--- src/design/smc_pkg.sv ---
// package for the system mode clock control block
// assumes a single 40 MHz clock domain and an AXI4-Lite register bus
package smc_pkg;
    // register byte offsets
    localparam logic [7:0] SMC_OFF_MODE = 8'h00;
    localparam logic [7:0] SMC_OFF_STAT = 8'h04;
    localparam logic [7:0] SMC_OFF_MASK = 8'h08;
    localparam logic [7:0] SMC_OFF_CTRL = 8'h0c;
    // mode register field positions
    localparam int SMC_B_CLKSEL = 0;
    localparam int SMC_B_IDLE_ON_HALT = 1;
    localparam int SMC_B_HRDY = 2;
    localparam int SMC_B_LRDY = 3;
    localparam int SMC_B_FAST = 4;
    // control register field positions
    localparam int SMC_B_SYSON = 0;
    localparam int SMC_B_HALT = 1;
    localparam int SMC_B_WAKE = 2;
    localparam int SMC_B_HTYPE = 4;
    localparam int SMC_B_LTYPE = 6;
    // status register event bits
    localparam int SMC_E_HRDY = 0;
    localparam int SMC_E_LRDY = 1;
    localparam int SMC_E_HALT = 2;
    // reset values
    localparam logic [7:0] SMC_MODE_RST = 8'h03;
    localparam logic [7:0] SMC_CTRL_RST = 8'h00;
    // oscillator settle counts in oscillator cycles
    localparam int SMC_CRYSTAL_CYC = 1024;
    localparam int SMC_RC_CYC = 16;
    localparam int SMC_INTERNAL_LOW_RC_CYC = 2;
    // axi responses
    localparam logic [1:0] SMC_RESP_OK = 2'b00;
    localparam logic [1:0] SMC_RESP_ERR = 2'b10;
    // high speed oscillator types
    typedef enum logic [1:0] {
        SMC_HXT = 2'b00,
        SMC_ERC = 2'b01,
        SMC_INTERNAL_HIGH_RC = 2'b10
    } smc_htype_t;
    // power modes
    typedef enum logic [1:0] {
        SMC_RUN = 2'b00,
        SMC_IDLE_RUN = 2'b01,
        SMC_IDLE_STOP = 2'b10,
        SMC_SLEEP = 2'b11
    } smc_mode_t;
    // clock status carried together
    typedef struct packed {
        logic sys_fast;
        logic sub_temp;
        logic cpu_run;
        logic hosc_on;
    } smc_clk_t;
endpackage : smc_pkg

--- src/design/smc_top.sv ---
// system mode clock control: mode register, ready flags, halt modes
// assumes AXI4-Lite master, oscillator cycles counted on CLK_IN
//
// The address map and the AXI4-Lite interface to the registers were decided locally.
`timescale 1ns/1ps
// Contract
// - fast wake bit set: run from sub clock right after wake-up
// - fast wake applies only when external high crystal is selected
// - sub clock is used to shorten wake-up while main osc settles
// - read-only low-speed ready flag shows stability after reset or wake
// - low ready low in sleep; high after 1024 or 1..2 cycles
// - high ready flag cleared at power-on, set when osc stable
// - after power-on completes, high ready flag reads one
// - high ready low in sleep and stopped idle; 1024 or 15..16 cycles
// - idle bit set plus halt: idle; clock-on keeps system clock
// - idle with clock-on low stops cpu and system clock
// - idle bit clear plus halt: sleep mode
// - select low: divided or low-speed clock; low-speed stops high osc
module smc_top
    import smc_pkg::*;
#(
    parameter int CRYSTAL_CYC = SMC_CRYSTAL_CYC
)(
    input wire logic CLK_IN,
    input wire logic RST_B_IN,
    input wire logic [7:0] AWADDR_IN,
    input wire logic AWVALID_IN,
    output logic AWREADY_OUT,
    input wire logic [31:0] WDATA_IN,
    input wire logic [3:0] WSTRB_IN,
    input wire logic WVALID_IN,
    output logic WREADY_OUT,
    output logic [1:0] BRESP_OUT,
    output logic BVALID_OUT,
    input wire logic BREADY_IN,
    input wire logic [7:0] ARADDR_IN,
    input wire logic ARVALID_IN,
    output logic ARREADY_OUT,
    output logic [31:0] RDATA_OUT,
    output logic [1:0] RRESP_OUT,
    output logic RVALID_OUT,
    input wire logic RREADY_IN,
    input wire logic WAKE_IN,
    input wire logic LOW_DIV_IN,
    output logic [3:0] CLK_STATE_OUT,
    output logic [1:0] MODE_OUT,
    output logic IRQ_OUT
);
    logic [7:0] ctrl_reg;
    logic clksel_reg, idle_on_halt_reg, fast_reg;
    logic hrdy_reg, lrdy_reg;
    logic [10:0] hcnt_reg, lcnt_reg;
    logic [2:0] stat_reg, mask_reg;
    smc_mode_t mode_reg;
    smc_clk_t clk_next;
    logic aw_got_reg, w_got_reg;
    logic [7:0] aw_reg;
    logic [31:0] w_reg;
    logic [3:0] ws_reg;
    logic wr_go, halt_go, wake_go, hrdy_rise, lrdy_rise;
    logic [10:0] hlimit, llimit;
    smc_htype_t htype;
    logic ltype_internal_low_rc;

    // settle count limit for a high speed oscillator type
    function automatic logic [10:0] hlim(input smc_htype_t t);
        hlim = (t == SMC_HXT) ? 11'(CRYSTAL_CYC) : 11'(SMC_RC_CYC);
    endfunction : hlim

    assign htype = smc_htype_t'(ctrl_reg[SMC_B_HTYPE +: 2]);
    assign ltype_internal_low_rc = ctrl_reg[SMC_B_LTYPE];
    assign hlimit = hlim(htype);
    assign llimit = ltype_internal_low_rc ? 11'(SMC_INTERNAL_LOW_RC_CYC) : 11'(CRYSTAL_CYC);

    // write channel capture, either order
    always_ff @(posedge CLK_IN or negedge RST_B_IN)
    begin
        if (!RST_B_IN)
        begin
            aw_got_reg <= 1'b0;
            w_got_reg <= 1'b0;
            aw_reg <= 8'h00;
            w_reg <= 32'h0;
            ws_reg <= 4'h0;
            BVALID_OUT <= 1'b0;
            BRESP_OUT <= SMC_RESP_OK;
        end
        else
        begin
            if (AWVALID_IN && AWREADY_OUT)
            begin
                aw_got_reg <= 1'b1;
                aw_reg <= AWADDR_IN;
            end
            if (WVALID_IN && WREADY_OUT)
            begin
                w_got_reg <= 1'b1;
                w_reg <= WDATA_IN;
                ws_reg <= WSTRB_IN;
            end
            if (wr_go)
            begin
                aw_got_reg <= 1'b0;
                w_got_reg <= 1'b0;
                BVALID_OUT <= 1'b1;
                BRESP_OUT <= (aw_reg[7:4] == 4'h0) ? SMC_RESP_OK : SMC_RESP_ERR;
            end
            else if (BVALID_OUT && BREADY_IN)
                BVALID_OUT <= 1'b0;
        end
    end
    assign wr_go = aw_got_reg && w_got_reg && !BVALID_OUT;

    // ready outputs registered
    always_ff @(posedge CLK_IN or negedge RST_B_IN)
    begin
        if (!RST_B_IN)
        begin
            AWREADY_OUT <= 1'b0;
            WREADY_OUT <= 1'b0;
            ARREADY_OUT <= 1'b0;
        end
        else
        begin
            AWREADY_OUT <= !aw_got_reg && !(AWVALID_IN && AWREADY_OUT) && !BVALID_OUT;
            WREADY_OUT <= !w_got_reg && !(WVALID_IN && WREADY_OUT) && !BVALID_OUT;
            ARREADY_OUT <= !RVALID_OUT && !(ARVALID_IN && ARREADY_OUT);
        end
    end

    // software control fields; halt pulses come from ctrl writes, wake from ctrl writes or WAKE_IN
    always_ff @(posedge CLK_IN or negedge RST_B_IN)
    begin
        if (!RST_B_IN)
        begin
            clksel_reg <= SMC_MODE_RST[SMC_B_CLKSEL];
            idle_on_halt_reg <= SMC_MODE_RST[SMC_B_IDLE_ON_HALT];
            fast_reg <= SMC_MODE_RST[SMC_B_FAST];
            ctrl_reg <= SMC_CTRL_RST;
            mask_reg <= 3'h0;
        end
        else if (wr_go && ws_reg[0])
        begin
            unique case (aw_reg)
                SMC_OFF_MODE:
                begin
                    clksel_reg <= w_reg[SMC_B_CLKSEL];
                    idle_on_halt_reg <= w_reg[SMC_B_IDLE_ON_HALT];
                    fast_reg <= w_reg[SMC_B_FAST];
                end
                SMC_OFF_MASK: mask_reg <= w_reg[2:0];
                SMC_OFF_CTRL: ctrl_reg <= {w_reg[7:3], 1'b0, 1'b0, w_reg[0]};
                default: ;
            endcase
        end
    end
    assign halt_go = wr_go && ws_reg[0] && aw_reg == SMC_OFF_CTRL && w_reg[SMC_B_HALT]
        && mode_reg == SMC_RUN;
    assign wake_go = (WAKE_IN || (wr_go && ws_reg[0] && aw_reg == SMC_OFF_CTRL
        && w_reg[SMC_B_WAKE])) && mode_reg != SMC_RUN;

    // power mode on halt and wake
    always_ff @(posedge CLK_IN or negedge RST_B_IN)
    begin
        if (!RST_B_IN)
            mode_reg <= SMC_RUN;
        else if (halt_go)
        begin
            if (!idle_on_halt_reg)
                mode_reg <= SMC_SLEEP;
            else if (ctrl_reg[SMC_B_SYSON])
                mode_reg <= SMC_IDLE_RUN;
            else
                mode_reg <= SMC_IDLE_STOP;
        end
        else if (wake_go)
            mode_reg <= SMC_RUN;
    end

    // high ready flag: cleared at reset, low in sleep and stopped idle
    always_ff @(posedge CLK_IN or negedge RST_B_IN)
    begin
        if (!RST_B_IN)
        begin
            hrdy_reg <= 1'b0;
            hcnt_reg <= 11'h0;
        end
        else if (mode_reg == SMC_SLEEP || mode_reg == SMC_IDLE_STOP
            || (!clksel_reg && LOW_DIV_IN))
        begin
            hrdy_reg <= 1'b0;
            hcnt_reg <= 11'h0;
        end
        else if (!hrdy_reg)
        begin
            hcnt_reg <= hcnt_reg + 11'h1;
            if (hcnt_reg + 11'h1 >= hlimit)
                hrdy_reg <= 1'b1;
        end
    end

    // low ready flag: cleared at reset and in full sleep, not in idle
    always_ff @(posedge CLK_IN or negedge RST_B_IN)
    begin
        if (!RST_B_IN)
        begin
            lrdy_reg <= 1'b0;
            lcnt_reg <= 11'h0;
        end
        else if (mode_reg == SMC_SLEEP)
        begin
            lrdy_reg <= 1'b0;
            lcnt_reg <= 11'h0;
        end
        else if (!lrdy_reg)
        begin
            lcnt_reg <= lcnt_reg + 11'h1;
            if (lcnt_reg + 11'h1 >= llimit)
                lrdy_reg <= 1'b1;
        end
    end

    // sticky events, set wins over write-one clear
    assign hrdy_rise = !hrdy_reg && hcnt_reg + 11'h1 >= hlimit && mode_reg != SMC_SLEEP
        && mode_reg != SMC_IDLE_STOP && !(!clksel_reg && LOW_DIV_IN);
    assign lrdy_rise = !lrdy_reg && lcnt_reg + 11'h1 >= llimit && mode_reg != SMC_SLEEP;
    always_ff @(posedge CLK_IN or negedge RST_B_IN)
    begin
        if (!RST_B_IN)
            stat_reg <= 3'h0;
        else
        begin
            stat_reg <= (stat_reg & ~((wr_go && ws_reg[0] && aw_reg == SMC_OFF_STAT)
                ? w_reg[2:0] : 3'h0)) | {halt_go, lrdy_rise, hrdy_rise};
        end
    end

    // clock steering
    always_comb
    begin
        clk_next.cpu_run = (mode_reg == SMC_RUN);
        clk_next.hosc_on = !(mode_reg == SMC_SLEEP || mode_reg == SMC_IDLE_STOP)
            && !(!clksel_reg && LOW_DIV_IN);
        clk_next.sub_temp = fast_reg && htype == SMC_HXT && mode_reg == SMC_RUN
            && !hrdy_reg && lrdy_reg;
        clk_next.sys_fast = clksel_reg && hrdy_reg && !clk_next.sub_temp;
    end

    // registered outputs
    always_ff @(posedge CLK_IN or negedge RST_B_IN)
    begin
        if (!RST_B_IN)
        begin
            CLK_STATE_OUT <= 4'h0;
            MODE_OUT <= SMC_RUN;
            IRQ_OUT <= 1'b0;
        end
        else
        begin
            CLK_STATE_OUT <= clk_next;
            MODE_OUT <= mode_reg;
            IRQ_OUT <= |(stat_reg & mask_reg);
        end
    end

    // read channel
    always_ff @(posedge CLK_IN or negedge RST_B_IN)
    begin
        if (!RST_B_IN)
        begin
            RVALID_OUT <= 1'b0;
            RDATA_OUT <= 32'h0;
            RRESP_OUT <= SMC_RESP_OK;
        end
        else if (ARVALID_IN && ARREADY_OUT)
        begin
            RVALID_OUT <= 1'b1;
            RRESP_OUT <= SMC_RESP_OK;
            unique case (ARADDR_IN)
                SMC_OFF_MODE: RDATA_OUT <= {27'h0, fast_reg, lrdy_reg, hrdy_reg,
                    idle_on_halt_reg, clksel_reg};
                SMC_OFF_STAT: RDATA_OUT <= {29'h0, stat_reg};
                SMC_OFF_MASK: RDATA_OUT <= {29'h0, mask_reg};
                SMC_OFF_CTRL: RDATA_OUT <= {24'h0, ctrl_reg};
                default:
                begin
                    RDATA_OUT <= 32'h0;
                    RRESP_OUT <= SMC_RESP_ERR;
                end
            endcase
        end
        else if (RVALID_OUT && RREADY_IN)
            RVALID_OUT <= 1'b0;
    end

    chk_sleep_flags: assert property (@(posedge CLK_IN) disable iff (!RST_B_IN)
        mode_reg == SMC_SLEEP |=> !hrdy_reg && !lrdy_reg) else $error("flags high in sleep");
    chk_idle_stop_h: assert property (@(posedge CLK_IN) disable iff (!RST_B_IN)
        mode_reg == SMC_IDLE_STOP |=> !hrdy_reg) else $error("high flag in stopped idle");
    chk_halt_sleep: assert property (@(posedge CLK_IN) disable iff (!RST_B_IN)
        halt_go && !idle_on_halt_reg |=> mode_reg == SMC_SLEEP) else $error("halt no sleep");
    chk_halt_idle_run: assert property (@(posedge CLK_IN) disable iff (!RST_B_IN)
        halt_go && idle_on_halt_reg && ctrl_reg[0] |=> mode_reg == SMC_IDLE_RUN)
        else $error("halt no idle run");
    chk_halt_idle_stop: assert property (@(posedge CLK_IN) disable iff (!RST_B_IN)
        halt_go && idle_on_halt_reg && !ctrl_reg[0] |=> mode_reg == SMC_IDLE_STOP)
        else $error("halt no idle stop");
    chk_fast_only_hxt: assert property (@(posedge CLK_IN) disable iff (!RST_B_IN)
        clk_next.sub_temp |-> fast_reg && htype == SMC_HXT) else $error("bad fast wake");
    chk_fast_used: assert property (@(posedge CLK_IN) disable iff (!RST_B_IN)
        fast_reg && htype == SMC_HXT && mode_reg == SMC_RUN && !hrdy_reg && lrdy_reg
        |-> ##1 CLK_STATE_OUT[2]) else $error("sub clock not used");
    chk_select_fast: assert property (@(posedge CLK_IN) disable iff (!RST_B_IN)
        !clksel_reg |=> !CLK_STATE_OUT[3]) else $error("fast clock while deselected");
    chk_low_stops_h: assert property (@(posedge CLK_IN) disable iff (!RST_B_IN)
        !clksel_reg && LOW_DIV_IN |=> !hrdy_reg) else $error("high osc kept");
    chk_internal_low_rc_ready: assert property (@(posedge CLK_IN) disable iff (!RST_B_IN)
        $fell(mode_reg == SMC_SLEEP) && ltype_internal_low_rc |-> ##[1:3] lrdy_reg)
        else $error("internal_low_rc ready late");
endmodule : smc_top

--- config.mk ---
export PLATFORM = sky130hd
export DESIGN_NAME = smc_top
export DESIGN_NICKNAME = d
export VERILOG_FILES = /design/src/design/smc_pkg.sv /design/src/design/smc_top.sv
export SDC_FILE = /design/constraint.sdc
export NUM_CORES = 1
export LEC_CHECK = 0
export ABC_AREA = 0
export BUFFER_PORTS_ARGS = -buffer_cell sky130_fd_sc_hd__buf_4
export CAP_MARGIN = 5
export CELL_PAD_IN_SITES_DETAIL_PLACEMENT = 1
export CELL_PAD_IN_SITES_GLOBAL_PLACEMENT = 2
export CORE_ASPECT_RATIO = 1.75
export CORE_MARGIN = 2
export CORE_UTILIZATION = 35
export DETAILED_ROUTE_END_ITERATION = 12
export GPL_ROUTABILITY_DRIVEN = 0
export PLACE_DENSITY = 0.85
export SETUP_SLACK_MARGIN = 0.02
export SYNTH_ARGS = -nofsm -noshare
export SYNTH_HDL_FRONTEND = slang
export SYNTH_SLANG_ARGS = --single-unit
export TNS_END_PERCENT = 50
--- constraint.sdc ---
create_clock -name CLK_IN -period 3.7 [get_ports CLK_IN]
set_clock_uncertainty 0.2 [all_clocks]
set_input_delay 0.74 -clock CLK_IN [delete_from_list [all_inputs] [get_ports CLK_IN]]
set_output_delay 0.74 -clock CLK_IN [all_outputs]
set_load 0.01 [all_outputs]
==> flow_metrics.py, run 1 <==
metrics = {
    "global_route": {
        "overflow": 0,
        "grt_max_degree": 83,
        "track_usage_pct": 15.5,
        "antenna_found_initial": 0,
        "grt_pass1_vias": 3098,
        "grt_pass1_wl_um": 15400,
    },
    "cells_and_area": {
        "final_nets": 495,
        "stdcell_area_um2": 4770,
        "nFillCells": 1256,
        "finalNonFillerCells": 565,
        "final_util_pct": 42.7,
        "n_antenna_cell": 0,
        "drive_gt1_share_pct": 25.9,
        "syn2layout_area_growth_pct": 18.1,
    },
    "synth": {
        "synth_edf_count": 0,
        "synth_top_area_cell": "dfrtp_1",
        "synthTopCellsByCount": "dfrtp_1, nor2_1, mux2_2",
        "synthTopCellsByArea": "dfrtp_1, mux2_2, buf_4",
        "synth_cell_types": 53,
        "synth_cells": 378,
        "synth_area_per_cell_um2": 10.7,
        "ys.flop_type": "dfrtp_1",
        "synth-seq-area-share_pct": 50.9,
        "yosysMostFrequentCell": "dfrtp_1",
        "synth_top_area_share_pct": 49.6,
        "synthArstFlopShare_pct": 100,
        "ys_warn_count": 0,
        "ys_seq_elements": 82,
        "netlist_area_um2": 4040,
    },
    "sta": {
        "rsz0062_at_grt": "false",
        "worst_pin_slew_ns": 1.07,
        "slew_headroom_pct": 28.5,
        "layout_min_cycle_time_ns": 2.65,
        "max_freq_mhz": 377,
        "fin_tns_setup_ns": 0,
        "finalHoldViolCount": 0,
        "hold-worst-slack_ns": 0.266,
        "maxSlewViolCount": 0,
        "period_share_pct": 71.7,
        "setup_viol": 0,
    },
    "clock_tree": {
        "ctsResizeCount": 0,
        "path_clk_slew_ns": 0.06,
        "ctsHoldBuffers": 0,
        "cts.sinks": 82,
        "insertion_delay_ns": 0.34,
        "cts_tree": "built",
        "cts_buffers": 9,
        "htree_num_levels": 3,
        "clock_path_buffers": 2,
        "postCtsSetupBuffers": 0,
        "cts-root-buf": "clkbuf_16",
    },
    "placement": {
        "dp.cells": 549,
        "portBuffers": 55,
        "placement.cell_area_um2": 4450,
        "dp_hpwl_um": 6680,
    },
    "route": {
        "drtPass1Iterations": 6,
        "drt.antenna.violating_nets": 0,
        "num_vias": 2864,
        "drc": 0,
        "drt-initial-drc-count": 177,
        "avgViaCountPerCell": 5.07,
        "post_drt_wl_per_cell_um": 16.2,
        "routed_wl_um": 9180,
    },
    "worst_setup_path": {
        "critPathKind": "reg -> reg",
        "cp.arrival_ns": 2.65,
        "crit_path_max_fanout": 7,
        "crit_path_end_kind": "register",
        "critical_path_required_ns": 3.70,
        "startpoint_type": "register",
    },
    "pwr": {
        "peakVddDrop_mv": 0.294,
        "power.leakage_uw": 0.00222,
        "powerDensity_nw_per_um2": 611,
    },
    "run": {
        "max_cap_viol_count": 0,
    },
    "die": {
        "die_h_um": 146,
        "die_area_um2": 12400,
        "start_util_pct": 36.2,
        "die_x_um": 85.2,
        "rows": 51,
        "core_area_um2": 11200,
        "num_io_pins": 109,
    },
    "min_path": {
        "hold_path_class": "reg -> reg",
    },
    "outcome": {
        "status": "complete, no violations",
    },
}
## layer usage
| metal | up-vias | share of wire (%) | track usage [%] |
|---|---|---|---|
| met5 | - | 0 | 0 |
| met4 | 0 | 2.1 | 7.14 |
| met3 | 11 | 4.1 | 2.26 |
| met2 | 62 | 55 | 28.0 |
| met1 | 1428 | 39 | 17.6 |
| li1 | 1363 | - | - |
## critical path, cell delays in order, from the launching register on
cell,delay [ns]
dfrtp_1,0.41
ha_1,0.18
and2_1,0.26
and2_1,0.21
nand3_1,0.10
xnor2_1,0.15
ha_1,0.22
a311o_1,0.34
nor4_1,0.32
o41ai_1,0.10
## worst paths after layout
check | start | endpoint | cells after the start | slack, ns
min in group asynchronous | RST_B_IN | lcnt_reg[3]$_DFFE_PN0P_ | 1 | 0.37
max reg2reg | hcnt_reg[0]$_DFFE_PN0P_ | stat_reg[0]$_DFF_PN0_ | 9 | 1.05
max in group asynchronous | RST_B_IN | stat_reg[0]$_DFF_PN0_ | 1 | 2.21
max | hcnt_reg[0]$_DFFE_PN0P_ | stat_reg[0]$_DFF_PN0_ | 9 | 1.05
min reg2reg | mode_reg[0]$_DFFE_PN0P_ | MODE_OUT[0]$_DFF_PN0_ | 0 | 0.27
min | mode_reg[0]$_DFFE_PN0P_ | MODE_OUT[0]$_DFF_PN0_ | 0 | 0.27
## where the power goes
group	internal [µW]	leakage (µW)	switching, µW	total, µW
registers	1100	0.00105	242	1350
clock network	607	0.000156	355	962
logic	317	0.00102	289	606
total	2030	0.00222	885	2910
## placed cells by master (no fill, tap or decap), drive strengths merged, types with 6 or more instances in the layout
cell type / instances
a21oi: 15
and2: 6
buf: 55
clkbuf: 11
conb: 26
dfrtp: 80
ha: 6
inv: 10
mux2: 28
nand2: 24
nand3: 13
nor2: 40
nor3: 8
o21ai: 14
or3: 9
xnor2: 12
xor2: 12
## kinds of logic after synthesis
family          synth area share (%)
simple gates                    16.2
flops                           50.9
compound gates                  8.99
buf+inv                         7.37
mux                             9.36
xor+xnor                        5.21
fa+ha+maj                       1.86
other cells                   0.0929
## per-stage QoR
step | power (µW) | setup WS, ns
after floorplan | 1770 | 1.31
after global placement | 1930 | 1.08
after detailed placement | 1980 | 1.05
after CTS | 2950 | 1.01
after global routing | 3080 | 0.809
final | 2910 | 1.05
## final cells by class
class	instances	area, µm²	share of cell area [%]
Timing Repair Buffer	55	413	8.66
Multi-Input combinational cell	270	1780	37.3
Inverter	10	37.5	0.787
Clock buffer	11	243	5.09
Tap cell	132	165	3.46
Sequential cell	82	2050	43.1
Clock inverter	5	77.6	1.63
No activity file was read; power rests on OpenSTA's default activity.
==> run 2: changes to the inputs <==
CORE_UTILIZATION = 29   (was 35)
PLACE_DENSITY = 0.75   (was 0.85)
clock period = 2.4 ns   (was 3.7 ns; I/O delays follow)
==> flow_metrics.py, run 2 (same netlist as run 1, synthesis figures left out) <==
metrics = {
    "worst_setup_path": {
        "cp.depth": 7,
        "startpoint_type": "register",
        "cp_top_family": "simple AND/OR/NAND/NOR gates",
        "crit_path_max_fanout": 4,
        "critical_path_required_ns": 2.44,
        "crit_path_end_kind": "register",
        "r2r-end": "stat_reg[1]$_DFF_PN0_",
        "crit_buf_inv": 0,
        "path_cells": "ha_1 > nand4_2 > or3_4 > xnor2_1 > ha_1 > o41ai_2 > o31ai_1",
        "max_stage_delay_ns": 0.42,
        "rr_startpoint": "lcnt_reg[0]$_DFFE_PN0P_",
        "cp.arrival_ns": 2.24,
        "critPathKind": "reg -> reg",
        "worstSetupStartpoint": "lcnt_reg[0]$_DFFE_PN0P_",
        "crit_top_cell": "ha_1",
        "r2r_slack_ns": 0.20,
        "endpoint": "stat_reg[1]$_DFF_PN0_",
        "crit_path_top_delay_cell": "dfrtp_1",
        "r2r_cells": 7,
    },
    "die": {
        "core_area_um2": 13800,
        "die_area_um2": 14900,
        "num_io_pins": 109,
        "rows": 57,
        "die_h_um": 160,
        "die_x_um": 93.2,
        "start_util_pct": 29.3,
    },
    "sta": {
        "maxSlewViolCount": 0,
        "finalHoldViolCount": 0,
        "layout_min_cycle_time_ns": 2.20,
        "setup_viol": 0,
        "max_freq_mhz": 456,
        "fin_tns_setup_ns": 0,
        "fin_ws_ns": 0.205,
        "period_share_pct": 91.5,
        "rsz0062_at_grt": "false",
    },
    "outcome": {
        "status": "complete, no violations",
    },
    "route": {
        "drt-initial-drc-count": 109,
        "num_vias": 2920,
        "routed_wl_um": 9520,
        "post_drt_wl_per_cell_um": 15.2,
        "drc": 0,
        "avgViaCountPerCell": 4.67,
        "drt.antenna.violating_nets": 0,
        "drtPass1Iterations": 4,
    },
    "placement": {
        "portBuffers": 55,
        "dp_hpwl_um": 7360,
        "pre_cts_ws_ns": 0.104,
    },
    "clock_tree": {
        "cts_buffers": 9,
        "cts.sinks": 82,
        "htree_num_levels": 3,
        "path_clk_slew_ns": 0.06,
        "clock_path_buffers": 2,
        "insertion_delay_ns": 0.34,
        "postCtsSetupBuffers": 0,
        "cts_tree": "built",
        "cts-root-buf": "clkbuf_16",
    },
    "min_path": {
        "hold_path_class": "in -> reg",
    },
    "cells_and_area": {
        "nFillCells": 1549,
        "final_nets": 510,
        "layout_common_cells": "dfrtp_1, buf_4, nor2_1, mux2_2, conb_1",
        "n_antenna_cell": 0,
        "syn2layout_area_growth_pct": 22.8,
        "drive_gt1_share_pct": 29.0,
        "final_common_cell": "dfrtp_1",
    },
    "run": {
        "max_cap_viol_count": 0,
    },
    "global_route": {
        "grt_pass1_vias": 3285,
        "grt_pass1_wl_um": 16200,
        "overflow": 0,
        "grt_max_degree": 36,
        "track_usage_pct": 13.8,
        "antenna_found_initial": 0,
    },
    "pwr": {
        "power.leakage_uw": 0.00231,
        "powerDensity_nw_per_um2": 909,
        "peakVddDrop_mv": 0.322,
    },
}
-- run 2: cell count changes in the layout (fill, tap and decap cells not counted), sizes merged --
cell,change
bufinv,-1
buf,+14
inv,+3
dlygate4sd3,+1
clkinvlp,-1
clkbuf,-1
-- run 2: metrics by stage --
step	hold slack, ns	util (%)	cell area, µm²	std cells	power, µW
final	0.110	36.0	4960	625	4510
after global routing	0.104	36.0	4960	625	4810
after floorplan	-0.0156	-	4130	403	2720
after CTS	0.101	35.9	4940	625	4590
after detailed placement	0.224	33.6	4620	608	3110
after global placement	0.229	33.6	4620	608	3040
-- run 2: worst min-delay path by stage --
| stage | from | endpoint | slack (ns) | cells past startpoint |
|---|---|---|---|---|
| after global routing | BREADY_IN | BVALID_OUT$_DFFE_PN0P_ | 0.10 | 2 |
| after global placement | mode_reg[0]$_DFFE_PN0P_ | MODE_OUT[0]$_DFF_PN0_ | 0.23 | 0 |
| final | BREADY_IN | BVALID_OUT$_DFFE_PN0P_ | 0.11 | 2 |
| after CTS | BREADY_IN | BVALID_OUT$_DFFE_PN0P_ | 0.10 | 2 |
| after detailed placement | mode_reg[0]$_DFFE_PN0P_ | MODE_OUT[0]$_DFF_PN0_ | 0.22 | 0 |
| after floorplan | RST_B_IN | ARREADY_OUT$_DFF_PN0_ | -0.02 | 0 |
-- run 2: where the power goes --
group / leakage [µW] / total (µW) / switching (µW) / internal, µW
combinational: 0.00110 / 1030 / 496 / 532
sequential: 0.00105 / 2030 / 334 / 1700
clock: 0.000155 / 1440 / 594 / 849
total: 0.00231 / 4510 / 1420 / 3080
-- run 2: cell type report --
cell class | count | area, µm² | area share (%)
repair buffers | 70 | 541 | 10.9
clock buffers | 10 | 239 | 4.82
well taps | 177 | 221 | 4.47
clock inverters | 6 | 72.6 | 1.46
inverters | 10 | 37.5 | 0.757
flip-flops and latches | 82 | 2050 | 41.4
multi-input cells | 270 | 1790 | 36.2
-- run 2: repair_timing --
action | in CTS | in global routing
hold endpoints to repair | 33 | 0
resized for setup | 0 | 3
hold buffers | 1 | 0
endpoints found under the setup margin | 0 | 2
-- run 2: routing by layer --
metal,wire length [µm],vias up,global-route usage (%)
li1,-,1391,-
met1,3690,1450,15.0
met2,5300,68,25.5
met3,375,11,2.59
met4,154,0,5.75
met5,0,-,0
==> run 3: changes to the inputs <==
RECOVER_POWER = 100   (was unset)
==> flow_metrics.py, run 3 (same netlist as run 1, synthesis figures left out) <==
metrics = {
    "outcome": {
        "status": "complete, no violations",
    },
    "global_route": {
        "track_usage_pct": 13.8,
        "antenna_found_initial": 0,
        "overflow": 0,
        "grt_pass1_vias": 3285,
        "grt_pass1_wl_um": 16200,
        "grt_max_degree": 36,
    },
    "sta": {
        "fin_ws_ns": 0.163,
        "slew_headroom_pct": 41.7,
        "hold-worst-slack_ns": 0.112,
        "setup_viol": 0,
        "finalHoldViolCount": 0,
        "worst_pin_slew_ns": 0.875,
        "fin_tns_setup_ns": 0,
        "max_freq_mhz": 447,
        "layout_min_cycle_time_ns": 2.24,
        "rsz0062_at_grt": "false",
        "maxSlewViolCount": 0,
        "period_share_pct": 93.2,
    },
    "clock_tree": {
        "cts.sinks": 82,
        "path_clk_slew_ns": 0.06,
        "cts-root-buf": "clkbuf_16",
        "cts_buffers": 9,
        "clock_path_buffers": 2,
        "insertion_delay_ns": 0.34,
        "cts_tree": "built",
        "htree_num_levels": 3,
    },
    "route": {
        "wl_met1_um": 3750,
        "num_vias": 2939,
        "drtPass1Iterations": 5,
        "met2_length_um": 5260,
        "avgViaCountPerCell": 4.70,
        "drc": 0,
        "drt.antenna.violating_nets": 0,
        "highest_layer": "met4",
        "wl_met3_um": 366,
        "drt-initial-drc-count": 95,
        "routed_wl_um": 9580,
        "post_drt_wl_per_cell_um": 15.3,
    },
    "cells_and_area": {
        "syn2layout_area_growth_pct": 19.2,
        "final_nets": 510,
        "drive_gt1_share_pct": 21.7,
        "layout_common_cells": "dfrtp_1, nor2_1, buf_4, mux2_2, clkbuf_1",
        "stdcell_area_um2": 4810,
        "n_antenna_cell": 0,
        "final_common_cell": "dfrtp_1",
    },
    "min_path": {
        "hold_path_class": "in -> reg",
    },
    "worst_setup_path": {
        "cp.arrival_ns": 2.28,
        "crit_path_end_kind": "register",
        "crit_path_max_fanout": 4,
        "critPathKind": "reg -> reg",
        "critical_path_required_ns": 2.44,
        "startpoint_type": "register",
    },
    "pwr": {
        "p_switching_uw": 1410,
        "seqPwrFrac_pct": 45.6,
        "power.leakage_uw": 0.00218,
        "pwr-share-clk_pct": 32.6,
        "p_sw_share_pct": 31.8,
        "peakVddDrop_mv": 0.308,
        "powerDensity_nw_per_um2": 920,
        "comb_power_share_pct": 21.8,
        "cell_internal_pwr_uw": 3020,
        "p_total_uw": 4430,
    },
    "die": {
        "rows": 57,
        "start_util_pct": 29.3,
        "die_area_um2": 14900,
        "core_area_um2": 13800,
        "die_h_um": 160,
        "num_io_pins": 109,
        "die_x_um": 93.2,
    },
    "placement": {
        "pre_cts_ws_ns": 0.104,
        "placement.cell_area_um2": 4620,
        "dp_hpwl_um": 7360,
        "portBuffers": 55,
    },
    "run": {
        "max_cap_viol_count": 0,
    },
}
==> run 3: worst paths after layout <==
path / startpoint / endpoint / slack (ns) / depth (start not counted)
min: BREADY_IN / BVALID_OUT$_DFFE_PN0P_ / 0.11 / 2
min reg2reg: mode_reg[0]$_DFFE_PN0P_ / MODE_OUT[0]$_DFF_PN0_ / 0.24 / 0
min in group asynchronous: RST_B_IN / RDATA_OUT[7]$_DFFE_PN0P_ / 0.59 / 2
max: lcnt_reg[0]$_DFFE_PN0P_ / stat_reg[1]$_DFF_PN0_ / 0.16 / 7
max reg2reg: lcnt_reg[0]$_DFFE_PN0P_ / stat_reg[1]$_DFF_PN0_ / 0.16 / 7
max in group asynchronous: RST_B_IN / RDATA_OUT[1]$_DFFE_PN0P_ / 0.36 / 3
==> run 3: layer usage <==
metal  track usage [%]  up-vias
met2              25.5       70
met1              15.0     1465
met4              5.75        0
met3              2.59       12
li1                  -     1392
met5                 0        -
==> run 3: what timing repair did <==
item                                    4_1_cts  5_1_grt
setup buffers                                 0        0
resized for setup                             0        3
hold endpoints to repair                     33        0
endpoints found under the setup margin        0        2
hold buffers                                  1        0
==> run 3: worst max-delay path: stages, from the launching register on <==
cell     delay (ns)
dfrtp_1        0.41
ha_1           0.19
nand4_1        0.19
or3_1          0.41
xnor2_1        0.15
ha_1           0.29
o41ai_2        0.08
o31ai_1        0.21
==> run 3: area by class of cell <==
class                           instances  area, µm²
Fill cell                            1568       8950
Sequential cell                        82       2050
Multi-Input combinational cell        270       1770
Timing Repair Buffer                   70        422
Clock buffer                           10        239
Tap cell                              177        221
Clock inverter                          6       72.6
Inverter                               10       37.5
==> run 3: per-stage QoR <==
stage / utilization (%) / cells
floorplan: - / 403
detailed placement: 33.6 / 608
global route: 35.0 / 625
global placement: 33.6 / 608
CTS: 35.9 / 625
finish: 35.0 / 625
==> run 3: power groups by stage <==
stage                     Combinational [µW]  Clock, µW  Sequential, µW
final                                    965       1450            2020
after global routing                    1100       1560            2080
after global placement                   994          0            2040
after floorplan                          771          0            1950
after CTS                               1050       1490            2040
after detailed placement                1050          0            2070
